$ cat config.mk
export PLATFORM = sky130hd
export DESIGN_NAME = dso_status_out
export DESIGN_NICKNAME = d
export VERILOG_FILES = /design/src/hdl/dso_status_out.v
export VERILOG_INCLUDE_DIRS = /design/src /design/src/hdl
export SDC_FILE = /design/constraint.sdc
export NUM_CORES = 1
export LEC_CHECK = 0
export BUFFER_PORTS_ARGS = -buffer_cell sky130_fd_sc_hd__buf_4
export CORE_MARGIN = 2
export CORE_UTILIZATION = 50
export DETAILED_ROUTE_END_ITERATION = 7
export PLACE_DENSITY = 0.84
export REMOVE_ABC_BUFFERS = 1
export SYNTH_ARGS = -nofsm -noshare
export SYNTH_HDL_FRONTEND = slang
export SYNTH_SLANG_ARGS = --single-unit
$ cat constraint.sdc
create_clock -name core_clk -period 7.2 [get_ports core_clk]
set_input_delay 0.72 -clock core_clk [delete_from_list [all_inputs] [get_ports core_clk]]
set_output_delay 0.72 -clock core_clk [all_outputs]
set_load 0.02 [all_outputs]
$ cat src/hdl/dso_status_consts.vh
`ifndef DSO_STATUS_CONSTS_VH
`define DSO_STATUS_CONSTS_VH

// output terminal function selection codes
`define DSO_FN_OVER_TORQUE      6'h07
`define DSO_FN_RUN_TIME_OVER    6'h0B
`define DSO_FN_POWER_TIME_OVER  6'h0C
`define DSO_FN_ZERO_SPEED       6'h15

// trip code mode settings
`define DSO_TCM_NONE            2'h0
`define DSO_TCM_3BIT            2'h1
`define DSO_TCM_4BIT            2'h2

// control curve selection codes
`define DSO_CC_CONST_TORQUE     3'h0
`define DSO_CC_REDUCED_TORQUE   3'h1
`define DSO_CC_FREE_VF          3'h2
`define DSO_CC_SLV              3'h3
`define DSO_CC_SLV_ZERO_RANGE   3'h4
`define DSO_CC_SENSOR_VECTOR    3'h5

// warning time scaling, hours per unit
`define DSO_WARN_UNIT_SMALL     24'h00_000A
`define DSO_WARN_UNIT_LARGE     24'h00_0064
`define DSO_WARN_DISABLED       14'h0000

// trip cause numbers (error index, 0 is no trip)
`define DSO_E_NONE              7'h00
`define DSO_E_OC_FIRST          7'h01
`define DSO_E_OC_LAST           7'h04
`define DSO_E_OVERLOAD          7'h05
`define DSO_E_BRK_RES_OVL       7'h06
`define DSO_E_OVERVOLT          7'h07
`define DSO_E_MEMORY            7'h08
`define DSO_E_UNDERVOLT         7'h09
`define DSO_E_CT                7'h0A
`define DSO_E_CPU               7'h0B
`define DSO_E_EXT_TRIP          7'h0C
`define DSO_E_USP               7'h0D
`define DSO_E_GROUND            7'h0E
`define DSO_E_IN_OVERVOLT       7'h0F
`define DSO_E_POWER_FAIL        7'h10
`define DSO_E_FAN_TEMP_A        7'h14
`define DSO_E_FAN_TEMP_B        7'h15
`define DSO_E_INT_COMM          7'h17
`define DSO_E_PHASE_LOSS        7'h18
`define DSO_E_MAIN_CIRCUIT      7'h19
`define DSO_E_POWER_SWITCH      7'h1E
`define DSO_E_THERMISTOR        7'h23
`define DSO_E_BRAKING           7'h24
`define DSO_E_LOW_SPD_OVL       7'h26
`define DSO_E_SEQ_FIRST         7'h2B
`define DSO_E_SEQ_LAST          7'h2D
`define DSO_E_USER_FIRST        7'h32
`define DSO_E_USER_LAST         7'h4F

// trip codes presented on the terminals
`define DSO_TC_NORMAL           4'h0
`define DSO_TC_OVERCURRENT      4'h1
`define DSO_TC_OVERLOAD         4'h2
`define DSO_TC_OVERVOLT         4'h3
`define DSO_TC_UNDERVOLT        4'h4
`define DSO_TC_POWER_FAIL       4'h5
`define DSO_TC_POWER_SWITCH     4'h6
`define DSO_TC_OTHER_OR_BRKRES  4'h7
`define DSO_TC_INTERNAL         4'h8
`define DSO_TC_CT               4'h9
`define DSO_TC_EXTERNAL         4'hA
`define DSO_TC_GROUND           4'hB
`define DSO_TC_SEQUENCE         4'hC
`define DSO_TC_FAN_TEMP         4'hD
`define DSO_TC_PHASE_LOSS       4'hE
`define DSO_TC_USER             4'hF

// number of terminals forced in each code mode
`define DSO_CODE_TERMS_3BIT     3'h3
`define DSO_CODE_TERMS_4BIT     3'h4

`endif

$ cat src/hdl/dso_status_out.v
// Overview of operation
// - terminal or relay selecting function 11 shows the run-time-over status.
// - terminal or relay selecting function 12 shows power-on-time-over, same warning time.
// - time-over status asserts once accumulated hours exceed the warning time.
// - warning time 0 disables both; otherwise units of 10 or 100 hours.
// - zero-speed asserts while monitored frequency is below the detection level.
// - terminal or relay selecting function 21 shows the zero-speed status.
// - zero-speed uses output frequency, or motor speed under sensor vector control.
// - terminal selecting function 07 shows over-torque when torque exceeds threshold.
// - over-torque threshold picked from four by operating quadrant.
// - over-torque meaningful only in the three vector modes; held low otherwise.
// - trip code mode 00 none, 01 three-bit code, 02 four-bit code.
// - code modes force terminals 11-13 or 11-14, terminal 11 least significant.
// - codes 0 normal, 1..6 for the six basic trip causes.
// - code 7 braking resistor overload in 4-bit mode, all others in 3-bit.
// - 4-bit code 8 internal faults, code 9 current transducer error.
// - 4-bit code 10 external/start/thermistor/braking, code 11 ground fault.
// - 4-bit codes 12 sequence, 13 fan temperature, 14 phase loss, 15 user.
`timescale 1ns/10ps
`include "dso_status_consts.vh"

module dso_status_out #(
   parameter HOUR_W  = 20,   // accumulated hour counters
   parameter FREQ_W  = 16,   // frequency in 0.01 Hz steps
   parameter TORQ_W  = 8,    // torque magnitude in percent
   parameter N_TERM  = 5     // intelligent output terminals
) (
   input  wire                  core_clk,
   input  wire                  reset_n,
   input  wire [HOUR_W-1:0]     run_hours,
   input  wire [HOUR_W-1:0]     power_on_hours,
   input  wire [13:0]           warning_time_setting,
   input  wire                  warning_time_unit_100h,
   input  wire [2:0]            control_curve_select,
   input  wire [FREQ_W-1:0]     output_freq,
   input  wire [FREQ_W-1:0]     motor_speed,
   input  wire [FREQ_W-1:0]     zero_speed_level,
   input  wire [TORQ_W-1:0]     torque_est,
   input  wire                  torque_reverse,
   input  wire                  torque_regen,
   input  wire [TORQ_W-1:0]     torque_limit_fwd_drive,
   input  wire [TORQ_W-1:0]     torque_limit_rev_regen,
   input  wire [TORQ_W-1:0]     torque_limit_rev_drive,
   input  wire [TORQ_W-1:0]     torque_limit_fwd_regen,
   input  wire [1:0]            trip_code_mode,
   input  wire [6:0]            trip_cause,
   input  wire [6*N_TERM-1:0]   output_terminal_function_select,
   input  wire [5:0]            alarm_relay_function_select,
   output reg                   run_time_over,
   output reg                   power_on_time_over,
   output reg                   zero_speed_detect,
   output reg                   over_torque_flag,
   output reg  [3:0]            trip_code,
   output wire                  trip_code_bit0,
   output wire                  trip_code_bit1,
   output wire                  trip_code_bit2,
   output wire                  trip_code_bit3,
   output reg  [N_TERM-1:0]     terminal_out,
   output reg                   alarm_relay_out
);

   // time-over path
   wire [23:0]       warn_unit;
   wire [23:0]       warn_hours;
   wire [23:0]       run_hours_ext;
   wire [23:0]       pon_hours_ext;
   wire              warn_enabled;
   wire              run_over_nxt;
   wire              pon_over_nxt;

   // zero-speed and over-torque path
   reg  [FREQ_W-1:0] zs_source;
   wire              zs_nxt;
   wire [1:0]        quadrant;
   reg  [TORQ_W-1:0] torque_thresh;
   reg               vector_mode;
   wire              otq_nxt;

   // trip code and terminal path
   reg  [3:0]        code4;
   reg  [3:0]        code3;
   reg  [3:0]        trip_code_nxt;
   wire [N_TERM-1:0] terminal_nxt;
   reg               alarm_relay_nxt;
   reg  [2:0]        forced_terms;

   // hours per setting step, chosen by the unit input
   assign warn_unit  = warning_time_unit_100h ? `DSO_WARN_UNIT_LARGE : `DSO_WARN_UNIT_SMALL;
   // threshold in hours; a 24-bit product covers 6553 x 100 without overflow
   assign warn_hours = {10'h000, warning_time_setting} * warn_unit;
   assign warn_enabled  = (warning_time_setting != `DSO_WARN_DISABLED);
   assign run_hours_ext = {{(24-HOUR_W){1'b0}}, run_hours};
   assign pon_hours_ext = {{(24-HOUR_W){1'b0}}, power_on_hours};

   // strictly greater: status rises only once the time is exceeded
   assign run_over_nxt = warn_enabled && (run_hours_ext > warn_hours);
   assign pon_over_nxt = warn_enabled && (pon_hours_ext > warn_hours);

   // zero speed source follows the control curve; open loop and sensorless use output frequency
   always @* begin
      case (control_curve_select)
         `DSO_CC_SENSOR_VECTOR: zs_source = motor_speed;
         default:               zs_source = output_freq;
      endcase
   end
   // plain compare, no hysteresis, so chatter near the level is possible
   assign zs_nxt = (zs_source < zero_speed_level);

   // quadrant as {reverse, regen}
   assign quadrant = {torque_reverse, torque_regen};

   // quadrant picks the threshold
   always @* begin
      case (quadrant)
         2'h0:    torque_thresh = torque_limit_fwd_drive;
         2'h1:    torque_thresh = torque_limit_fwd_regen;
         2'h2:    torque_thresh = torque_limit_rev_drive;
         2'h3:    torque_thresh = torque_limit_rev_regen;
         default: torque_thresh = torque_limit_fwd_drive;
      endcase
   end

   // torque estimate is only trustworthy in vector modes; flag held low elsewhere
   always @* begin
      case (control_curve_select)
         `DSO_CC_SLV,
         `DSO_CC_SLV_ZERO_RANGE,
         `DSO_CC_SENSOR_VECTOR: vector_mode = 1'b1;
         default:               vector_mode = 1'b0;
      endcase
   end
   assign otq_nxt = vector_mode && (torque_est > torque_thresh);

   // four-bit trip code; unlisted causes land on 15 so a trip never reads normal
   always @* begin
      code4 = `DSO_TC_USER;
      if (trip_cause == `DSO_E_NONE) begin
         code4 = `DSO_TC_NORMAL;
      end else if (trip_cause >= `DSO_E_OC_FIRST && trip_cause <= `DSO_E_OC_LAST) begin
         code4 = `DSO_TC_OVERCURRENT;
      end else if (trip_cause >= `DSO_E_SEQ_FIRST && trip_cause <= `DSO_E_SEQ_LAST) begin
         code4 = `DSO_TC_SEQUENCE;
      end else if (trip_cause >= `DSO_E_USER_FIRST && trip_cause <= `DSO_E_USER_LAST) begin
         code4 = `DSO_TC_USER;
      end else begin
         case (trip_cause)
            `DSO_E_OVERLOAD,
            `DSO_E_LOW_SPD_OVL:  code4 = `DSO_TC_OVERLOAD;
            `DSO_E_OVERVOLT,
            `DSO_E_IN_OVERVOLT:  code4 = `DSO_TC_OVERVOLT;
            `DSO_E_UNDERVOLT:    code4 = `DSO_TC_UNDERVOLT;
            `DSO_E_POWER_FAIL:   code4 = `DSO_TC_POWER_FAIL;
            `DSO_E_POWER_SWITCH: code4 = `DSO_TC_POWER_SWITCH;
            `DSO_E_BRK_RES_OVL:  code4 = `DSO_TC_OTHER_OR_BRKRES;
            `DSO_E_MEMORY,
            `DSO_E_CPU,
            `DSO_E_INT_COMM,
            `DSO_E_MAIN_CIRCUIT: code4 = `DSO_TC_INTERNAL;
            `DSO_E_CT:           code4 = `DSO_TC_CT;
            `DSO_E_EXT_TRIP,
            `DSO_E_USP,
            `DSO_E_THERMISTOR,
            `DSO_E_BRAKING:      code4 = `DSO_TC_EXTERNAL;
            `DSO_E_GROUND:       code4 = `DSO_TC_GROUND;
            `DSO_E_FAN_TEMP_A,
            `DSO_E_FAN_TEMP_B:   code4 = `DSO_TC_FAN_TEMP;
            `DSO_E_PHASE_LOSS:   code4 = `DSO_TC_PHASE_LOSS;
            default:             code4 = `DSO_TC_USER;
         endcase
      end
   end

   // three-bit code folds everything above 6 onto 7
   always @* begin
      case (code4)
         `DSO_TC_NORMAL,
         `DSO_TC_OVERCURRENT,
         `DSO_TC_OVERLOAD,
         `DSO_TC_OVERVOLT,
         `DSO_TC_UNDERVOLT,
         `DSO_TC_POWER_FAIL,
         `DSO_TC_POWER_SWITCH: code3 = code4;
         default:              code3 = `DSO_TC_OTHER_OR_BRKRES;
      endcase
   end

   // mode selects code width; reserved mode values behave as no output
   always @* begin
      trip_code_nxt = `DSO_TC_NORMAL;
      forced_terms  = 3'h0;
      case (trip_code_mode)
         `DSO_TCM_3BIT: begin
            trip_code_nxt = code3;
            forced_terms  = `DSO_CODE_TERMS_3BIT;
         end
         `DSO_TCM_4BIT: begin
            trip_code_nxt = code4;
            forced_terms  = `DSO_CODE_TERMS_4BIT;
         end
         default: begin
            trip_code_nxt = `DSO_TC_NORMAL;
            forced_terms  = 3'h0;
         end
      endcase
   end

   // per-terminal function decode from the freshly computed statuses
   genvar gi;
   generate
      for (gi = 0; gi < N_TERM; gi = gi + 1) begin : g_term
         wire [5:0] fsel;
         reg        sel_level;
         assign fsel = output_terminal_function_select[6*gi +: 6];
         // unknown function codes leave the terminal off
         always @* begin
            case (fsel)
               `DSO_FN_OVER_TORQUE:     sel_level = otq_nxt;
               `DSO_FN_RUN_TIME_OVER:   sel_level = run_over_nxt;
               `DSO_FN_POWER_TIME_OVER: sel_level = pon_over_nxt;
               `DSO_FN_ZERO_SPEED:      sel_level = zs_nxt;
               default:                 sel_level = 1'b0;
            endcase
         end
         // code terminals override selections, terminal 11 carries the lsb
         if (gi < `DSO_CODE_TERMS_4BIT) begin : g_code
            assign terminal_nxt[gi] = (gi < forced_terms) ? trip_code_nxt[gi] : sel_level;
         end else begin : g_plain
            // beyond the widest code, selections always apply
            assign terminal_nxt[gi] = sel_level;
         end
      end
   endgenerate

   // relay supports the time-over and zero-speed functions only
   always @* begin
      case (alarm_relay_function_select)
         `DSO_FN_RUN_TIME_OVER:   alarm_relay_nxt = run_over_nxt;
         `DSO_FN_POWER_TIME_OVER: alarm_relay_nxt = pon_over_nxt;
         `DSO_FN_ZERO_SPEED:      alarm_relay_nxt = zs_nxt;
         default:                 alarm_relay_nxt = 1'b0;
      endcase
   end

   // all outputs registered, one cycle behind their inputs; time-over first
   always @(posedge core_clk) begin
      if (!reset_n) begin
         run_time_over      <= 1'b0;
         power_on_time_over <= 1'b0;
      end else begin
         run_time_over      <= run_over_nxt;
         power_on_time_over <= pon_over_nxt;
      end
   end

   // zero-speed status, live level with no hold time
   always @(posedge core_clk) begin
      if (!reset_n) begin
         zero_speed_detect <= 1'b0;
      end else begin
         zero_speed_detect <= zs_nxt;
      end
   end

   // over-torque status, low outside vector modes
   always @(posedge core_clk) begin
      if (!reset_n) begin
         over_torque_flag <= 1'b0;
      end else begin
         over_torque_flag <= otq_nxt;
      end
   end

   // raw trip code, normal while in reset
   always @(posedge core_clk) begin
      if (!reset_n) begin
         trip_code <= `DSO_TC_NORMAL;
      end else begin
         trip_code <= trip_code_nxt;
      end
   end

   // terminal levels; forced code and selection already merged per bit
   always @(posedge core_clk) begin
      if (!reset_n) begin
         terminal_out <= {N_TERM{1'b0}};
      end else begin
         terminal_out <= terminal_nxt;
      end
   end

   // relay level
   always @(posedge core_clk) begin
      if (!reset_n) begin
         alarm_relay_out <= 1'b0;
      end else begin
         alarm_relay_out <= alarm_relay_nxt;
      end
   end

   // code bits mirror the registered code for observers of the raw code
   assign trip_code_bit0 = trip_code[0];
   assign trip_code_bit1 = trip_code[1];
   assign trip_code_bit2 = trip_code[2];
   assign trip_code_bit3 = trip_code[3];

endmodule // dso_status_out

==> flow_summary.json <==
{
  "cts.sinks": 14,
  "nNetsFinal": 1193,
  "areaGrowthSynthToFinish_pct": 30.7,
  "power_density_mw_per_mm2": 156,
  "cts_inserted_buffers": 3,
  "die_height_um": 109,
  "final.fill_count": 920,
  "logic_gate_share_of_total_power_pct": 85.1,
  "cts-htree-levels": 1,
  "synth.yosys.seq_area_share_pct": 5.07,
  "gp_congestion": 0.913,
  "fmax_mhz": 152,
  "ios": 213,
  "cts-hold-fix-buffers": 0,
  "synth.cell_area_mm2": 0.00552,
  "antenna_cells": 0,
  "primary_ff_master_synth": "sky130_fd_sc_hd__dfxtp_1",
  "dieArea_mm2": 0.0119,
  "grt_pass1_wl_mm": 25.1,
  "syn-instance-count": 672,
  "synthArstFlopShare_pct": 0,
  "power.switching_uw": 539,
  "gr-usage-all-layers_pct": 26.0,
  "finish.cell_count_without_fillers": 997,
  "min_path_type": "primary input to flop",
  "seq_power_share_pct": 7.9,
  "horizontal_die_dimension_um": 109,
  "worstSetupStartpointType": "primary input",
  "grt_remaining_overflow": 0,
  "cts_max_path_buffers": 2,
  "grt_antenna_before_repair": 0,
  "finalSetupViolations": 0,
  "status": "completed",
  "post-synth-top-count-cell": "sky130_fd_sc_hd__ha_1",
  "seq_cells_post_synth": 14,
  "postRouteAntennaNets": 0,
  "relSlewSlack_pct": 27.0,
  "synth-edff-count": 0,
  "accumulated_negative_setup_slack_ns": 0,
  "synth_cell_type_count": 73,
  "timing.final.crit_share_pct": 91.3,
  "final_hold_viol_count": 0,
  "via_count_of_the_first_global_routing_pass": 5421,
  "drt-wirelength-per-cell_um": 15.9,
  "drt_pre_antenna_iters": 5,
  "ys_top_cells_by_area": "sky130_fd_sc_hd__ha_1 27%, sky130_fd_sc_hd__fa_1 8.0%, sky130_fd_sc_hd__dfxtp_1 5.1%",
  "pwr-share-clk_pct": 6.9,
  "final-max-slew-violation-count": 0,
  "total_routed_length_mm": 15.9,
  "synth_warnings": 0,
  "post-cts-setup-buffers": 0,
  "vias_per_cell": 5.59,
  "final_core_utilization_pct": 66.9,
  "grt_start_max_net_pins": 35,
  "vias": 5578,
  "maximum_vdd_ir_drop_uv": 101,
  "clkTransAtPathRegs_ns": 0.06,
  "cp_data_arrival_time_ns": 6.75,
  "critPathCaptureType": "flop",
  "critPathRequiredTime_ns": 7.38,
  "synth_top_cells_by_count": "118 x sky130_fd_sc_hd__ha_1, 57 x sky130_fd_sc_hd__inv_1, 43 x sky130_fd_sc_hd__a21oi_1, 37 x sky130_fd_sc_hd__nand2_1, 30 x sky130_fd_sc_hd__nor2_1",
  "crit_path_max_fanout": 34,
  "fraction_of_layout_cells_with_a_size_suffix_above_1_pct": 30.5,
  "tritoncts": "done",
  "timing.max_cap.violations": 0,
  "criticalPathCategory": "primary input to flop",
  "tightest_slew_ns": 1.09,
  "post_cts_resize_count": 0,
  "cts-root-buf": "sky130_fd_sc_hd__clkbuf_8",
  "synth_largest_type_area_fraction_pct": 26.7,
  "cellInternalPower_uw": 591,
  "switching_part_of_the_total_power_pct": 47.7,
  "route.detailed.drc": 0,
  "unrepaired_setup_endpoints_after_global_routing": "false",
  "finalWorstPathRequiredPeriod_ns": 6.57,
  "post-place-cells": 993,
  "drt_first_iter_violations": 266,
  "synth_top_cell_by_area": "sky130_fd_sc_hd__ha_1",
  "synthesis.area_per_instance_um2": 8.22,
  "placement_rows": 38,
  "cp_slowest_cell": "sky130_fd_sc_hd__fa_1",
  "post-dp-hpwl_mm": 13.9,
  "power.static_leakage_uw": 0.00374,
  "placement.io_buffers": 212,
  "fp.coreArea_mm2": 0.0108,
  "worst_path_max_stage_delay_ns": 0.49,
  "initial_utilization_pct": 51.2
}
==> per-layer routing <==
layer | share of wire, % | vias up | global-route usage, % | routed length [um]
met4 | 1.1 | 0 | 4.67 | 176
met3 | 7.1 | 14 | 4.84 | 1120
met1 | 43 | 2568 | 34.2 | 6810
met2 | 49 | 163 | 44.7 | 7790
li1 | - | 2833 | - | -
met5 | 0 | - | 0 | 0
==> critical path: cells and delay by family <==
family          cells  cell delay (ns)
compound gates     10             1.90
buf+inv             3             0.37
simple gates        8             1.43
xor+xnor            1             0.15
fa+ha+maj           6             2.19
==> cells in the final DEF, fill, tap and decap left out, types with 4 or more instances in the layout <==
master / synthesis / final
sky130_fd_sc_hd__nor4bb_1: 4 / 4
sky130_fd_sc_hd__fa_1: 22 / 22
sky130_fd_sc_hd__nor3_1: 12 / 12
sky130_fd_sc_hd__a21oi_1: 43 / 43
sky130_fd_sc_hd__and3_1: 9 / 9
sky130_fd_sc_hd__xor2_1: 12 / 12
sky130_fd_sc_hd__a211o_1: 4 / 4
sky130_fd_sc_hd__a21o_1: 15 / 15
sky130_fd_sc_hd__o21a_1: 7 / 7
sky130_fd_sc_hd__ha_1: 118 / 118
sky130_fd_sc_hd__mux2_2: 16 / 16
sky130_fd_sc_hd__nor3b_1: 8 / 8
sky130_fd_sc_hd__buf_4: 4 / 212
sky130_fd_sc_hd__nand4_1: 9 / 9
sky130_fd_sc_hd__nand3_1: 21 / 21
sky130_fd_sc_hd__o21bai_1: 4 / 4
sky130_fd_sc_hd__or2_2: 9 / 9
sky130_fd_sc_hd__nor2_1: 30 / 30
sky130_fd_sc_hd__or3_1: 6 / 6
sky130_fd_sc_hd__inv_1: 57 / 57
sky130_fd_sc_hd__clkbuf_8: 0 / 4
sky130_fd_sc_hd__a31oi_1: 7 / 7
sky130_fd_sc_hd__and2_1: 10 / 10
sky130_fd_sc_hd__nor4_1: 12 / 12
sky130_fd_sc_hd__xnor2_1: 13 / 13
sky130_fd_sc_hd__nand3b_1: 10 / 10
sky130_fd_sc_hd__nand2_1: 37 / 37
sky130_fd_sc_hd__mux4_2: 8 / 8
sky130_fd_sc_hd__dfxtp_1: 14 / 14
sky130_fd_sc_hd__o21ai_0: 29 / 29
sky130_fd_sc_hd__nand2b_1: 13 / 13
sky130_fd_sc_hd__mux2i_1: 5 / 5
sky130_fd_sc_hd__nand4b_1: 5 / 5
sky130_fd_sc_hd__nor2b_1: 18 / 18
==> worst paths after layout <==
check	start	to	slack [ns]	cells after the start
worst max-delay path	warning_time_unit_100h	alarm_relay_out	0.63	28
worst min-delay path	reset_n	zero_speed_detect	0.74	2
==> layout make-up <==
type                            count  area (um^2)  share of cell area, %
Clock buffer                        4         55.1                  0.762
Inverter                           57          214                   2.96
Multi-Input combinational cell    570         4910                   67.9
Timing Repair Buffer              212         1590                   22.0
Tap cell                          140          175                   2.43
Sequential cell                    14          280                   3.88
==> per-stage QoR <==
stage	area, um^2	hold slack (ns)	power (uW)	worst slack, ns
2_1_floorplan	5390	0.842	758	1.20
3_3_place_gp	7160	0.982	1020	0.483
3_5_place_dp	7160	0.998	1040	0.300
4_1_cts	7210	0.740	1120	0.533
5_1_grt	7220	0.735	1260	0.0312
6_report	7220	0.736	1130	0.627
==> power by group through the flow <==
stage / sequential, uW / clock (uW) / combinational (uW)
2_1_floorplan: 101 / 0 / 657
3_3_place_gp: 90.4 / 0 / 925
3_5_place_dp: 90.9 / 0 / 951
4_1_cts: 89.3 / 77.7 / 958
5_1_grt: 89.8 / 82.8 / 1090
6_report: 89.4 / 78.4 / 962
==> sequential cells by signal, summed over array words and instances (netlist names) <==
| register | cells |
|---|---|
| terminal_out | 5 |
| trip_code | 4 |
| alarm_relay_out | 1 |
| over_torque_flag | 1 |
| power_on_time_over | 1 |
| run_time_over | 1 |
| zero_speed_detect | 1 |
==> logic make-up (layout without fill, tap and decap cells) <==
group,count (synthesis),in the layout,synth area share (%)
flops,14,14,5.07
xor+xnor,28,28,5.19
other cells,1,2,0.0679
compound gates,145,145,17.4
buf+inv,89,273,6.32
fa+ha+maj,142,142,35.1
simple gates,224,224,23.4
mux,29,29,7.43
Note: power is estimated with default switching activity, not from simulation.
